--- config.mk ---
export PLATFORM = sky130hd
export DESIGN_NAME = sks_exec
export DESIGN_NICKNAME = d
export VERILOG_FILES = /design/src/sks_pkg.sv /design/src/sks_sign.sv /design/src/sks_cond.sv /design/src/sks_exec.sv
export SDC_FILE = /design/constraint.sdc
export NUM_CORES = 1
export LEC_CHECK = 0
export ABC_AREA = 0
export BUFFER_PORTS_ARGS = -buffer_cell sky130_fd_sc_hd__buf_2
export CAP_MARGIN = 0
export CORE_MARGIN = 2
export CORE_UTILIZATION = 25
export DETAILED_ROUTE_END_ITERATION = 16
export GPL_TIMING_DRIVEN = 1
export MAX_ROUTING_LAYER = met4
export PLACE_DENSITY_LB_ADDON = 0.08
export REMOVE_ABC_BUFFERS = 1
export SLEW_MARGIN = 20
export SYNTH_ARGS = -nofsm -noshare
export SYNTH_HDL_FRONTEND = slang
export SYNTH_SLANG_ARGS = --single-unit
--- constraint.sdc ---
create_clock -name sys_clk_in -period 2.9 [get_ports sys_clk_in]
set_input_delay 0.145 -clock sys_clk_in [delete_from_list [all_inputs] [get_ports sys_clk_in]]
set_output_delay 0.145 -clock sys_clk_in [all_outputs]
set_load 0.02 [all_outputs]
--- src/sks_pkg.sv ---
package sks_pkg;

  localparam int          ACC_W        = 24;
  localparam int          PC_W         = 16;
  localparam int          LEN_W        = 4;
  localparam int          CYC_W        = 8;
  localparam int          BIT_IDX_W    = 5;

  localparam logic [23:0] SIGN_POS_VAL = 24'h000001;
  localparam logic [23:0] SIGN_NEG_VAL = 24'hFFFFFF;
  localparam logic [4:0]  BIT_IDX_MAX  = 5'h17;
  localparam logic [1:0]  SKIP_N_NONE  = 2'h0;
  localparam logic [15:0] SIGN_BYTES   = 16'h0002;
  localparam logic [15:0] SKIP_BYTES   = 16'h0001;
  localparam logic [7:0]  CYC_ONE      = 8'h01;
  localparam logic [1:0]  REMAIN_ONE   = 2'h1;

  typedef enum logic [3:0] {
    OP_NONE                        = 4'h0,
    OP_SIGN                        = 4'h1,
    OP_JUMP_OVER                   = 4'h2,
    OP_JUMP_OVER_IF_BIT_LOW        = 4'h3,
    OP_JUMP_OVER_IF_BIT_HIGH       = 4'h4,
    OP_JUMP_OVER_IF_CARRY_LOW      = 4'h5,
    OP_JUMP_OVER_IF_CARRY_HIGH     = 4'h6,
    OP_JUMP_OVER_IF_RESULT_ZERO    = 4'h7,
    OP_JUMP_OVER_IF_RESULT_NONZERO = 4'h8
  } sks_op_t;

  typedef enum logic [1:0] {
    ACC_X = 2'b00,
    ACC_Y = 2'b01,
    ACC_Z = 2'b10,
    ACC_R = 2'b11
  } sks_acc_t;

  typedef enum logic [1:0] {
    ST_IDLE = 2'b00,
    ST_SIGN = 2'b01,
    ST_SKIP = 2'b10
  } sks_state_t;

  function automatic logic [23:0] sks_pick_acc(
    input sks_acc_t    sel,
    input logic [23:0] ax,
    input logic [23:0] ay,
    input logic [23:0] az,
    input logic [23:0] ar
  );
    logic [23:0] v;
    v = ax;
    case (sel)
      ACC_Y:   v = ay;
      ACC_Z:   v = az;
      ACC_R:   v = ar;
      default: v = ax;
    endcase
    return v;
  endfunction : sks_pick_acc

endpackage : sks_pkg

--- src/sks_sign.sv ---
`timescale 1ns/1ps
`default_nettype none
module sks_sign (
  input  wire logic [sks_pkg::ACC_W-1:0] value_in,
  output logic      [sks_pkg::ACC_W-1:0] result_out,
  output logic                           negative_out
);
  import sks_pkg::*;

  // Zero counts as positive
  assign negative_out = value_in[ACC_W-1];
  assign result_out   = negative_out ? SIGN_NEG_VAL : SIGN_POS_VAL;
endmodule : sks_sign
`default_nettype wire

--- src/sks_cond.sv ---
`timescale 1ns/1ps
`default_nettype none
module sks_cond (
  input  wire sks_pkg::sks_op_t                op_in,
  input  wire logic [sks_pkg::ACC_W-1:0]       value_in,
  input  wire logic [sks_pkg::BIT_IDX_W-1:0]   bit_idx_in,
  input  wire logic                            carry_in,
  input  wire logic                            nonzero_in,
  output logic                                 is_skip_out,
  output logic                                 take_out
);
  import sks_pkg::*;

  logic bit_ok;
  logic bit_val;

  // Index past the top bit never skips, so a bad operand cannot hide code
  assign bit_ok  = (bit_idx_in <= BIT_IDX_MAX);
  assign bit_val = bit_ok ? value_in[bit_idx_in] : 1'b0;

  always_comb begin
    is_skip_out = 1'b1;
    take_out    = 1'b0;
    case (op_in)
      OP_JUMP_OVER:                   take_out = 1'b1;
      OP_JUMP_OVER_IF_BIT_LOW:        take_out = bit_ok & ~bit_val;
      OP_JUMP_OVER_IF_BIT_HIGH:       take_out = bit_ok & bit_val;
      OP_JUMP_OVER_IF_CARRY_LOW:      take_out = ~carry_in;
      OP_JUMP_OVER_IF_CARRY_HIGH:     take_out = carry_in;
      OP_JUMP_OVER_IF_RESULT_ZERO:    take_out = ~nonzero_in;
      OP_JUMP_OVER_IF_RESULT_NONZERO: take_out = nonzero_in;
      default:                        is_skip_out = 1'b0;
    endcase
  end
endmodule : sks_cond
`default_nettype wire

--- src/sks_exec.sv ---
// Functional notes
// - Sign writes one for zero or positive
// - Sign writes all ones for negative
// - Sign: any accumulator, two bytes, two cycles
// - Plain skip passes next one to three
// - Skip is one byte, one cycle plus skipped
// - Skip when chosen accumulator bit is zero
// - Skip when chosen accumulator bit is one
// - Skip when carry flag is zero
// - Skip when carry flag is one
// - Skip when nonzero flag is zero
// - Skip when nonzero flag is one
`timescale 1ns/1ps
`default_nettype none
module sks_exec (
  input  wire logic                          sys_clk_in,
  input  wire logic                          rst_in,
  input  wire logic                          op_valid_in,
  input  wire sks_pkg::sks_op_t              op_in,
  input  wire sks_pkg::sks_acc_t             acc_sel_in,
  input  wire logic [sks_pkg::BIT_IDX_W-1:0] bit_idx_in,
  input  wire logic [1:0]                    skip_n_in,
  input  wire logic [sks_pkg::ACC_W-1:0]     acc_x_in,
  input  wire logic [sks_pkg::ACC_W-1:0]     acc_y_in,
  input  wire logic [sks_pkg::ACC_W-1:0]     acc_z_in,
  input  wire logic [sks_pkg::ACC_W-1:0]     acc_r_in,
  input  wire logic                          carry_in,
  input  wire logic                          nonzero_in,
  input  wire logic [sks_pkg::PC_W-1:0]      pc_in,
  input  wire logic [sks_pkg::LEN_W-1:0]     peek_len_in,
  input  wire logic [sks_pkg::CYC_W-1:0]     peek_cycles_in,
  output logic                               busy_out,
  output logic                               skipping_out,
  output logic      [sks_pkg::PC_W-1:0]      peek_addr_out,
  output logic                               pc_step_valid_out,
  output logic      [sks_pkg::PC_W-1:0]      pc_step_out,
  output logic                               acc_wr_out,
  output sks_pkg::sks_acc_t                  acc_wr_sel_out,
  output logic      [sks_pkg::ACC_W-1:0]     acc_wr_data_out,
  output logic                               flag_wr_out,
  output logic                               sign_flag_out,
  output logic                               nonzero_flag_out
);
  import sks_pkg::*;

  sks_state_t         state;
  sks_state_t         next_state;
  logic [1:0]         remain;
  logic [1:0]         next_remain;
  logic [PC_W-1:0]    offset;
  logic [PC_W-1:0]    next_offset;
  logic [CYC_W-1:0]   cnt;
  logic [CYC_W-1:0]   next_cnt;
  logic               next_pc_step_valid;
  logic [PC_W-1:0]    next_pc_step;
  logic               next_acc_wr;
  sks_acc_t           next_acc_wr_sel;
  logic [ACC_W-1:0]   next_acc_wr_data;
  logic               next_flag_wr;
  logic               next_sign_flag;
  logic               next_nonzero_flag;

  logic [ACC_W-1:0]   picked;
  logic [ACC_W-1:0]   sign_val;
  logic               sign_neg;
  logic               is_skip;
  logic               take;
  logic               accept;
  logic [PC_W-1:0]    past_peek;
  logic [CYC_W-1:0]   cnt_inc;

  assign picked = sks_pick_acc(acc_sel_in, acc_x_in, acc_y_in, acc_z_in, acc_r_in);

  sks_sign u_sign (
    .value_in     (picked),
    .result_out   (sign_val),
    .negative_out (sign_neg)
  );

  sks_cond u_cond (
    .op_in       (op_in),
    .value_in    (picked),
    .bit_idx_in  (bit_idx_in),
    .carry_in    (carry_in),
    .nonzero_in  (nonzero_in),
    .is_skip_out (is_skip),
    .take_out    (take)
  );

  // Core takes no op while busy; ops offered then are ignored
  assign busy_out      = (state != ST_IDLE);
  assign skipping_out  = (state == ST_SKIP);
  assign accept        = op_valid_in && (state == ST_IDLE);
  assign peek_addr_out = PC_W'(pc_in + offset);
  assign past_peek     = PC_W'(offset + {{(PC_W-LEN_W){1'b0}}, peek_len_in});
  assign cnt_inc       = CYC_W'(cnt + CYC_ONE);

  always_comb begin
    next_state         = state;
    next_remain        = remain;
    next_offset        = offset;
    next_cnt           = cnt;
    next_pc_step_valid = 1'b0;
    next_pc_step       = pc_step_out;
    next_acc_wr        = 1'b0;
    next_acc_wr_sel    = acc_wr_sel_out;
    next_acc_wr_data   = acc_wr_data_out;
    next_flag_wr       = 1'b0;
    next_sign_flag     = sign_flag_out;
    next_nonzero_flag  = nonzero_flag_out;
    case (state)
      ST_IDLE: begin
        if (accept && op_in == OP_SIGN) begin
          // Result lands in the second cycle, the flags with it
          next_state         = ST_SIGN;
          next_acc_wr        = 1'b1;
          next_acc_wr_sel    = acc_sel_in;
          next_acc_wr_data   = sign_val;
          next_flag_wr       = 1'b1;
          next_sign_flag     = sign_neg;
          next_nonzero_flag  = 1'b1;
          next_pc_step_valid = 1'b1;
          next_pc_step       = SIGN_BYTES;
        end else if (accept && is_skip) begin
          if (take && skip_n_in != SKIP_N_NONE) begin
            next_state  = ST_SKIP;
            next_remain = skip_n_in;
            next_offset = SKIP_BYTES;
            next_cnt    = '0;
          end else begin
            // Not taken: one cycle, one byte, flags untouched
            next_pc_step_valid = 1'b1;
            next_pc_step       = SKIP_BYTES;
          end
        end
      end
      ST_SIGN: begin
        next_state = ST_IDLE;
      end
      ST_SKIP: begin
        // Burn the cycles of each passed instruction without running it
        if (cnt_inc >= peek_cycles_in) begin
          next_cnt = '0;
          if (remain == REMAIN_ONE) begin
            next_state         = ST_IDLE;
            next_pc_step_valid = 1'b1;
            next_pc_step       = past_peek;
          end else begin
            next_remain = 2'(remain - REMAIN_ONE);
            next_offset = past_peek;
          end
        end else begin
          next_cnt = cnt_inc;
        end
      end
      default: begin
        next_state = ST_IDLE;
      end
    endcase
  end

  always_ff @(posedge sys_clk_in) begin
    if (rst_in) begin
      state             <= ST_IDLE;
      remain            <= '0;
      offset            <= '0;
      cnt               <= '0;
      pc_step_valid_out <= 1'b0;
      pc_step_out       <= '0;
      acc_wr_out        <= 1'b0;
      acc_wr_sel_out    <= ACC_X;
      acc_wr_data_out   <= '0;
      flag_wr_out       <= 1'b0;
      sign_flag_out     <= 1'b0;
      nonzero_flag_out  <= 1'b0;
    end else begin
      state             <= next_state;
      remain            <= next_remain;
      offset            <= next_offset;
      cnt               <= next_cnt;
      pc_step_valid_out <= next_pc_step_valid;
      pc_step_out       <= next_pc_step;
      acc_wr_out        <= next_acc_wr;
      acc_wr_sel_out    <= next_acc_wr_sel;
      acc_wr_data_out   <= next_acc_wr_data;
      flag_wr_out       <= next_flag_wr;
      sign_flag_out     <= next_sign_flag;
      nonzero_flag_out  <= next_nonzero_flag;
    end
  end
endmodule : sks_exec
`default_nettype wire

# [Word-level counts from Yosys, hierarchy flattened]
# Cells that the tools add are included.
[word_totals] ff_bits=74 out_inout_bits=65 word_cells=104
[classes] n_reduce_logical=15 mux=43 add_sub_neg=4 eq_ne=22 bitwise=6 n_lt_le_gt_ge=3
[ops] cell="16-bit two-way mux" n=10
[ops] cell="24-bit case mux with 3 select lines" n=1
[ops] cell="16-bit case mux with 2 select lines" n=2
[ops] cell="8-bit two-way mux" n=4
[ops] cell="24-bit two-way mux" n=1
[ops] cell="2-bit two-way mux" n=10
[ops] cell="16-bit adder" n=1
[ops] cell="16-bit by 4-bit adder with 16-bit output" n=1
[ops] cell="4-bit by 3-bit == test with 1-bit output, second input constant" n=4
[ops] cell="8-bit case mux with 2 select lines" n=1
[ops] cell="1-bit two-way mux" n=9
[ops] cell="8-bit by 1-bit adder with 8-bit output, second input constant" n=1
[ops] cell="4-bit by 2-bit == test with 1-bit output, second input constant" n=2
[ops] cell="8-bit greater-or-equal comparator" n=1
[ops] cell="2-bit by 1-bit inequality test with 1-bit output, second input constant" n=4
[ops] cell="2-bit case mux with 2 select lines" n=2
[ops] cell="4-bit AND reduction" n=2
[ops] cell="1-bit case mux with 7 select lines" n=1
[ops] cell="7-bit OR reduction" n=1
[ops] cell="2-bit == test, second input constant" n=3
[ops] cell="5-bit by 6-bit less-than comparator with 1-bit output, second input constant" n=1
[ops] cell="3-bit by 1-bit inequality test with 1-bit output, second input constant" n=2
[ops] cell="6-bit AND reduction" n=1
[ops] cell="2-bit nonzero test" n=3
[ops] cell="16 further kinds" n=25

# [Longest topological paths before layout]
# Gate-level depths: netlist of run 1.
[depth] word_depth=13 mapped_depth=14 mapped_depth_nobuf=12

# [Cells and area by module]
# A second synthesis of run 1 with hierarchy kept.
[unflattened] cells_unflattened=637 area_unflattened_um2=5392.7
[modules_own_cells] mod="sks_exec" instances=1 area_each_um2=4855.9 cells_per_inst=571
[modules_own_cells] mod="sks_cond" instances=1 area_each_um2=345.3 cells_per_inst=40
[modules_own_cells] mod="sks_sign" instances=1 area_each_um2=191.4 cells_per_inst=26

# [Worst setup path after synthesis of run 1]
# No wires, ideal clock.
[synth_path] path_kind="input port to flip-flop" start="in acc_sel_in[0]" end="reg offset[2]" stages=13 setup_slack_ps=-10 path_buffers=4 arrival_time_ps=2794 path_cell_list="buf_2 buf_2 mux4_2 mux4_2 and4b_4 a31oi_4 nand4_1 mux2_2 a21bo_2 and2_4 buf_6 buf_6 a31o_1"
[synth_between] elab_chain_cells=11
[synth_rtl] element="start, declared" line="sks_exec.sv:20" text="input wire sks_pkg::sks_acc_t acc_sel_in,"
[synth_rtl] element="2-bit == test / 2-bit by 1-bit == test with 1-bit output (equally long branches)" line="sks_pkg.sv:52" text="case (sel)"
[synth_rtl] element="24-bit case mux with 3 select lines *" line="sks_pkg.sv:52"
[synth_rtl] element="1-bit binary-select mux with 5-bit select *" line="sks_cond.sv:19" text="assign bit_val = bit_ok ? value_in[bit_idx_in] : 1'b0;"
[synth_rtl] element="1-bit two-way mux (implied by the code) *" line="sks_cond.sv:19"
[synth_rtl] element="1-bit two-way mux *" line="sks_cond.sv:19"
[synth_rtl] element="1-bit NOT" line="sks_cond.sv:26" text="OP_JUMP_OVER_IF_BIT_LOW: take_out = bit_ok & ~bit_val;"
[synth_rtl] element="1-bit bitwise AND" line="sks_cond.sv:26"
[synth_rtl] element="1-bit case mux with 7 select lines *" line="sks_cond.sv:24" text="case (op_in)"
[synth_rtl] element="1-bit logical AND *" line="sks_exec.sv:125" text="if (take && skip_n_in != SKIP_N_NONE) begin"
[synth_rtl] element="2-bit by 1-bit inequality test with 1-bit output (no line) *"
[synth_rtl] element="6-bit AND reduction (no line) *"
[synth_rtl] element="end signal, assigned" line="sks_exec.sv:179" text="offset <= next_offset;"
[synth_rtl] element="end, declared" line="sks_exec.sv:50" text="logic [PC_W-1:0] offset;"
# Mark *: on every way between the ends. The rest lies on a longest branch, timed or not. The select of a mux whose other input is x is not followed.
# A chain may end at the register's enable or synchronous reset.

# [Worst setup path after layout of run 1]
[layout_path] start="reg offset[1]" end="out peek_addr_out[15] in the netlist's numbering"
[layout_between] elab_chain_cells=1
[layout_rtl] element="16-bit adder" line="sks_exec.sv:94" text="assign peek_addr_out = PC_W'(pc_in + offset);"
[layout_rtl] element="end, declared" line="sks_exec.sv:34" text="output logic [sks_pkg::PC_W-1:0] peek_addr_out,"
# Every way passes these cells.

==> results of run 1 <==
-- timing repair --
item | 4_1_cts | 5_1_grt
pin swaps | 18 | 5
hold endpoints to repair | 0 | 0
buffers inserted | 9 | 0
endpoints found under the setup margin | 6 | 41
gates cloned | 0 | 0
gates resized for setup | 33 | 14
-- layout make-up --
class / count / area, um2 / area share
Inverter: 28 / 108 / 0.0170
Antenna cell: 1 / 2.50 / 0.000395
Multi-Input combinational cell: 418 / 3290 / 0.519
Clock inverter: 1 / 30.0 / 0.00474
Clock buffer: 6 / 139 / 0.0219
Timing Repair Buffer: 261 / 1480 / 0.233
Sequential cell: 50 / 1010 / 0.159
Tap cell: 229 / 287 / 0.0452
-- report_power, final --
part | total [uW] | internal, uW | switching, uW
Clock | 690 | 427 | 263
Combinational | 466 | 231 | 234
Sequential | 696 | 691 | 5.13
-- placed cells by master, fill, tap and decap left out, types with 3 or more instances in the layout --
cell type  synthesis  layout
clkbuf_16          0       5
o21a_1             8       8
nand3_1           11      11
a21oi_1           29      27
a21o_1             7       7
nor2_1            40      39
o211ai_1           5       5
and2_1             5       5
nand3b_1           4       4
xor2_1            13      13
a31oi_1            6       5
inv_1             27      25
and3_1             9       8
nand4_1            7       7
nand2b_1           8       8
mux2_1             8       8
o21ai_1            2       5
o21ai_0           16      12
nand2_1           54      52
o32ai_1            5       5
or3_1              4       3
ha_1              29      27
mux4_2            10      10
a311oi_1           4       4
a31o_1             6       6
dfxtp_1           50      47
buf_4             26      56
a2111oi_0          4       3
mux2i_1           23      23
mux2_2            10      10
a211oi_1           9       9
xnor2_1           17      16
buf_2              5     201
a221oi_1           7       7
nor3_1             6       4
nor2b_1           17      17
-- stage by stage --
stage,area [um2],setup TNS [ns]
global route,6340,-0.509
global placement,5950,-2.43
detailed placement,5950,-5.56
finish,6340,-0.00651
floorplan,4260,-16.19
CTS,6310,-0.141
-- metal layers --
layer  global-route usage  routed length (um)
met2                0.294                8190
met4               0.0330                 166
met5                    -                   0
met1                0.189                6790
met3               0.0206                 844
-- flip-flops by register name, summed over array words and instances, names as in the netlist --
name and count:
flag_wr_out 1, pc_step_out 16, acc_wr_data_out 2, remain 2, cnt 8, offset 16
pc_step_valid_out 1, state 2, acc_wr_sel_out 2
-- cell families (layout without fill, tap and decap cells) --
logic type               Yosys count  after routing  share of synthesized area
adder cells (fa/ha/maj)           31             31                     0.0878
multiplexers                      53             53                      0.155
other                              0              1                          0
flip-flops                        50             50                      0.218
XOR/XNOR                          30             30                     0.0573
buffers and inverters             82            296                     0.0946
AO/OA/AOI/OAI                    130            130                      0.202
AND/OR/NAND/NOR                  174            174                      0.185
-- worst max path at each step --
stage	from	to	slack [ns]	depth (start not counted)
global placement	offset[1]	peek_addr_out[15]	-0.20	12
detailed placement	acc_sel_in[1]	offset[12]	-0.19	10
floorplan	acc_wr_data_out[22]	acc_wr_data_out[22]	-0.94	2
global route	offset[1]	peek_addr_out[15]	-0.17	12
finish	offset[1]	peek_addr_out[15]	-0.007	12
CTS	offset[1]	peek_addr_out[15]	-0.07	12
==> run_results.csv, run 1 <==
group,metric,value,unit
status,status,"finished with violations",
status,violations,"setup timing",
cts,cts_buffers,5,
floorplan,die_area,19500,um2
synthesis,ys_top_cells_by_count,"nand2_1 (54), dfxtp_1 (50), nor2_1 (40), a21oi_1 (29), ha_1 (29)",
worst_setup_path,crit_type,"reg2out",
synthesis,ys_warn_count,0,
synthesis,synth.most_common_cell,"nand2_1",
timing,setup_ws,-0.00651,ns
worst_setup_path,worst-path-buf-inv,2,
route,drt-pass1-iter-count,4,
grt,grt_usage,0.161,
worst_setup_path,crit_path_cell_trace,"ha_4, a21o_1, a21o_1, a21oi_2, o21ai_2, a2111oi_4, buf_4, nor3_4, or3_4, a21oi_2, xnor2_1, buf_4",
synthesis,synth_cell_types,63,
route,vias,4784,
job,cap_violations,0,
layout,num-fill-cells,1915,
min_path,min_to,"acc_wr_sel_out[0]",
floorplan,rows,49,
route,ant_nets,0,
floorplan,die_y,139,um
power_and_ir_drop,peakVddDrop,230,uV
grt,grt_pass1_wl,24800,um
power_and_ir_drop,p_leak,0.00308,uW
route,wl_per_cell,16.1,um
synthesis,netlist_area,4590,um2
cts,h-tree-depth,2,
cts,cts.sink_count,50,
place,io_buffers,206,
floorplan,core_area,18000,um2
worst_setup_path,crit_arrival,2.76,ns
route,wl,16000,um
synthesis,syn-mean-instance-area,8.34,um2
worst_setup_path,crit_required,2.76,ns
min_path,hold_path_class,"in2reg",
power_and_ir_drop,p_total,1850,uW
worst_setup_path,regToRegSetupSlack,0.16,ns
layout,postLayoutCoreUtil,0.353,
worst_setup_path,r2r_end,"pc_step_out[15]",
timing,fin_crit_sh,1.00,
min_path,whs_path_depth,2,
worst_setup_path,crit_fanout,3,
synthesis,async_flop_share,0,
timing,setup_violations,1,
place,place.gp.congestion,0.875,
cts,insertion_delay,0.29,ns
worst_setup_path,slowest_stage,"dfxtp_2",
place,placed_cells,979,
timing,fin_crit,2.91,ns
place,pre_cts_ws,-0.192,ns
timing,finalClockSkew,0.00696,ns
worst_setup_path,crit_path_end_kind,"primary output",
min_path,min-delay-start,"rst_in",
synthesis,yosys-top-cells-area,"dfxtp_1 (22%), ha_1 (7.9%), mux2i_1 (5.0%), mux4_2 (4.9%), nand2_1 (4.4%)",
synthesis,synth_top_area_frac,0.218,
layout,fin_cells,994,
grt,antenna_found_initial,1,
place,dp_hpwl,12900,um
timing,grt_setup_unrepaired,"true",
floorplan,io_pins,207,
worst_setup_path,cp_top_family,"compound AO/OA/AOI/OAI gates",
layout,area_growth,38.1,%
worst_setup_path,r2r-start,"cnt[0]",
cts,cts_hold_buf,0,
worst_setup_path,r2r_cells,11,
worst_setup_path,critical-path-max-stage-delay,0.36,ns
floorplan,die_w,139,um
timing,report.final.slew_viol_count,0,
timing,whs,0.191,ns
route,drc,0,
worst_setup_path,start_kind,"register",
floorplan,initial_core_util,0.255,
route,drt_iter0_drc,144,
cts,clkSlewWorstSetupHoldPaths,0.07,ns
grt,gr-total-overflow,0,
cts,clock_path_buffers,2,
power_and_ir_drop,p_per_area,292,nW/um2
timing,tightest_slew,0.637,ns
timing,relSlewSlack,0.575,
synthesis,yosys.area.top_type,"dfxtp_1",
synthesis,netlist_instances,550,
synthesis,synth-main-ff-cell,"dfxtp_1",
synthesis,seq_area_frac_synth,0.218,
layout,drive_gt1_frac,0.420,
layout,fin_nets,937,
grt,grt_pass1_vias,4715,
timing,hold_viol_final,0,
synthesis,synth_seq_cells,50,
cts,root_buffer,"clkbuf_16",
synthesis,synth_edf_count,0,
timing,fmax,344,MHz
grt,grt_max_degree,31,
cts,cts_tree,"done",
route,avgViaCountPerCell,4.81,
(Power assumes the default switching activity.)
==> run 2, diff against run 1 <==
- SKIP_CTS_REPAIR_TIMING: default -> 1
==> run_results.csv, run 2 (synthesized netlist as in run 1, its figures left out) <==
group,metric,value,unit
layout,fin_nets,931,
route,drt_iter0_drc,146,
timing,tightest_slew,0.637,ns
timing,setup_violations,3,
job,cap_violations,0,
timing,report.final.slew_viol_count,0,
status,status,"finished with violations",
worst_setup_path,crit_arrival,2.80,ns
route,ant_nets,0,
worst_setup_path,crit_type,"reg2out",
power_and_ir_drop,p_per_area,294,nW/um2
grt,grtUsageMet2,0.290,
worst_setup_path,crit_fanout,3,
floorplan,initial_core_util,0.255,
power_and_ir_drop,p_total,1850,uW
cts,cts.sink_count,50,
timing,relSlewSlack,0.575,
worst_setup_path,worst-path-buf-inv,2,
cts,root_buffer,"clkbuf_16",
timing,hold_viol_final,0,
cts,clkSlewWorstSetupHoldPaths,0.07,ns
place,dp_hpwl,12900,um
place,place.gp.congestion,0.875,
power_and_ir_drop,p_comb_frac,0.251,
power_and_ir_drop,internal-power,1350,uW
min_path,hold_path_class,"in2reg",
floorplan,die_w,139,um
layout,area_growth,36.9,%
route,drt-pass1-iter-count,4,
worst_setup_path,crit_path_end_kind,"primary output",
floorplan,core_area,18000,um2
grt,grt_max_degree,31,
timing,fmax,339,MHz
grt,grt_usage,0.159,
timing,finalClockSkew,0.00709,ns
cts,h-tree-depth,2,
floorplan,rows,49,
power_and_ir_drop,p_sw_frac,0.270,
cts,clock_path_buffers,2,
power_and_ir_drop,pwr-share-seq,0.377,
worst_setup_path,critical-path-max-stage-delay,0.37,ns
floorplan,die_area,19500,um2
grt,gr-max-usage-layer,"met2",
timing,fin_crit,2.95,ns
route,drc,0,
cts,cts_buffers,5,
worst_setup_path,cp_top_family,"compound AO/OA/AOI/OAI gates",
route,avgViaCountPerCell,4.80,
grt,grt_pass1_wl,24500,um
cts,cts_tree,"done",
power_and_ir_drop,p_leak,0.00305,uW
timing,grt_setup_unrepaired,"true",
layout,post-route-cell-area,6280,um2
route,wl,15800,um
layout,reg_top3,"offset (16), pc_step_out (16), cnt (8)",
power_and_ir_drop,pwr-share-clk,0.372,
floorplan,die_y,139,um
timing,setup_ws,-0.0476,ns
grt,gr-total-overflow,0,
route,wl_per_cell,16.0,um
power_and_ir_drop,peakVddDrop,229,uV
power_and_ir_drop,p_switching,499,uW
layout,drive_gt1_frac,0.412,
timing,whs,0.192,ns
place,io_buffers,206,
grt,grtUsageMet3,0.0206,
status,violations,"setup timing",
layout,final_common_cell,"buf_2",
worst_setup_path,crit_path_cell_trace,"ha_4, a21o_1, a21o_1, a21oi_4, o21ai_4, a2111oi_4, buf_4, nor3_2, or3_1, a21oi_2, xnor2_1, buf_4",
layout,layout_common_cells,"buf_2 (203), nand2_1 (53), buf_4 (48)",
timing,fin_crit_sh,1.02,
layout,fin_cells,988,
cts,insertion_delay,0.29,ns
worst_setup_path,start_kind,"register",
route,vias,4747,
place,placed_area,5950,um2
floorplan,io_pins,207,
grt,grt_pass1_vias,4661,
place,placed_cells,979,
worst_setup_path,slowest_stage,"or3_1",
grt,use_met1,0.186,
worst_setup_path,crit_required,2.76,ns
grt,antenna_found_initial,1,
run 2: cell count changes in the layout (fill, tap and decap cells not counted), sizes merged:
| cell | delta |
|---|---|
| buf | -6 |
run 2: power by group through the flow:
stage	sequential, uW	clock (uW)	combinational [uW]
5_1_grt	697	740	504
3_3_place_gp	713	0	456
2_1_floorplan	722	0	209
3_5_place_dp	713	0	458
6_report	696	687	463
4_1_cts	697	712	462
run 2: final cells by class:
| type | count | area, um2 |
|---|---|---|
| Clock buffer | 6 | 139 |
| Tap cell | 229 | 287 |
| Timing Repair Buffer | 255 | 1430 |
| Fill cell | 1918 | 11700 |
| Antenna cell | 1 | 2.50 |
| Inverter | 28 | 105 |
| Clock inverter | 1 | 30.0 |
| Multi-Input combinational cell | 418 | 3280 |
| Sequential cell | 50 | 1010 |
run 2: path summary, 6_finish.rpt:
check                           slack [ns]             from                end  cells past startpoint
worst min-delay path                  0.19           rst_in  acc_wr_sel_out[0]                      2
worst max register to register        0.16           cnt[0]    pc_step_out[15]                     11
worst min register to register        0.47  pc_step_out[10]    pc_step_out[10]                      2
worst max-delay path                 -0.05        offset[1]  peek_addr_out[15]                     12
run 2: routing by layer:
layer  wire [um]  vias to the layer above
li1            -                     2391
met1        6740                     2176
met2        8070                      168
met3         831                       12
met4         169                        0
met5           0                        -
run 2: per-stage QoR:
stage	setup TNS, ns	setup slack (ns)	util
floorplan	-16.19	-0.936	-
global placement	-2.43	-0.195	0.331
detailed placement	-5.56	-0.192	0.331
CTS	-1.87	-0.522	0.341
global route	-0.715	-0.238	0.350
finish	-0.0800	-0.0476	0.350
run 2: worst reg2reg max path, cell delays in order, from the launching register on:
cell and delay [ns]:
dfxtp_2 0.34, ha_1 0.31, ha_1 0.28, a21o_1 0.16, a21o_1 0.18, a211oi_1 0.22
o21ai_1 0.10, and2_2 0.22, a31oi_1 0.18, o21a_1 0.16, buf_4 0.14, mux2_1 0.32
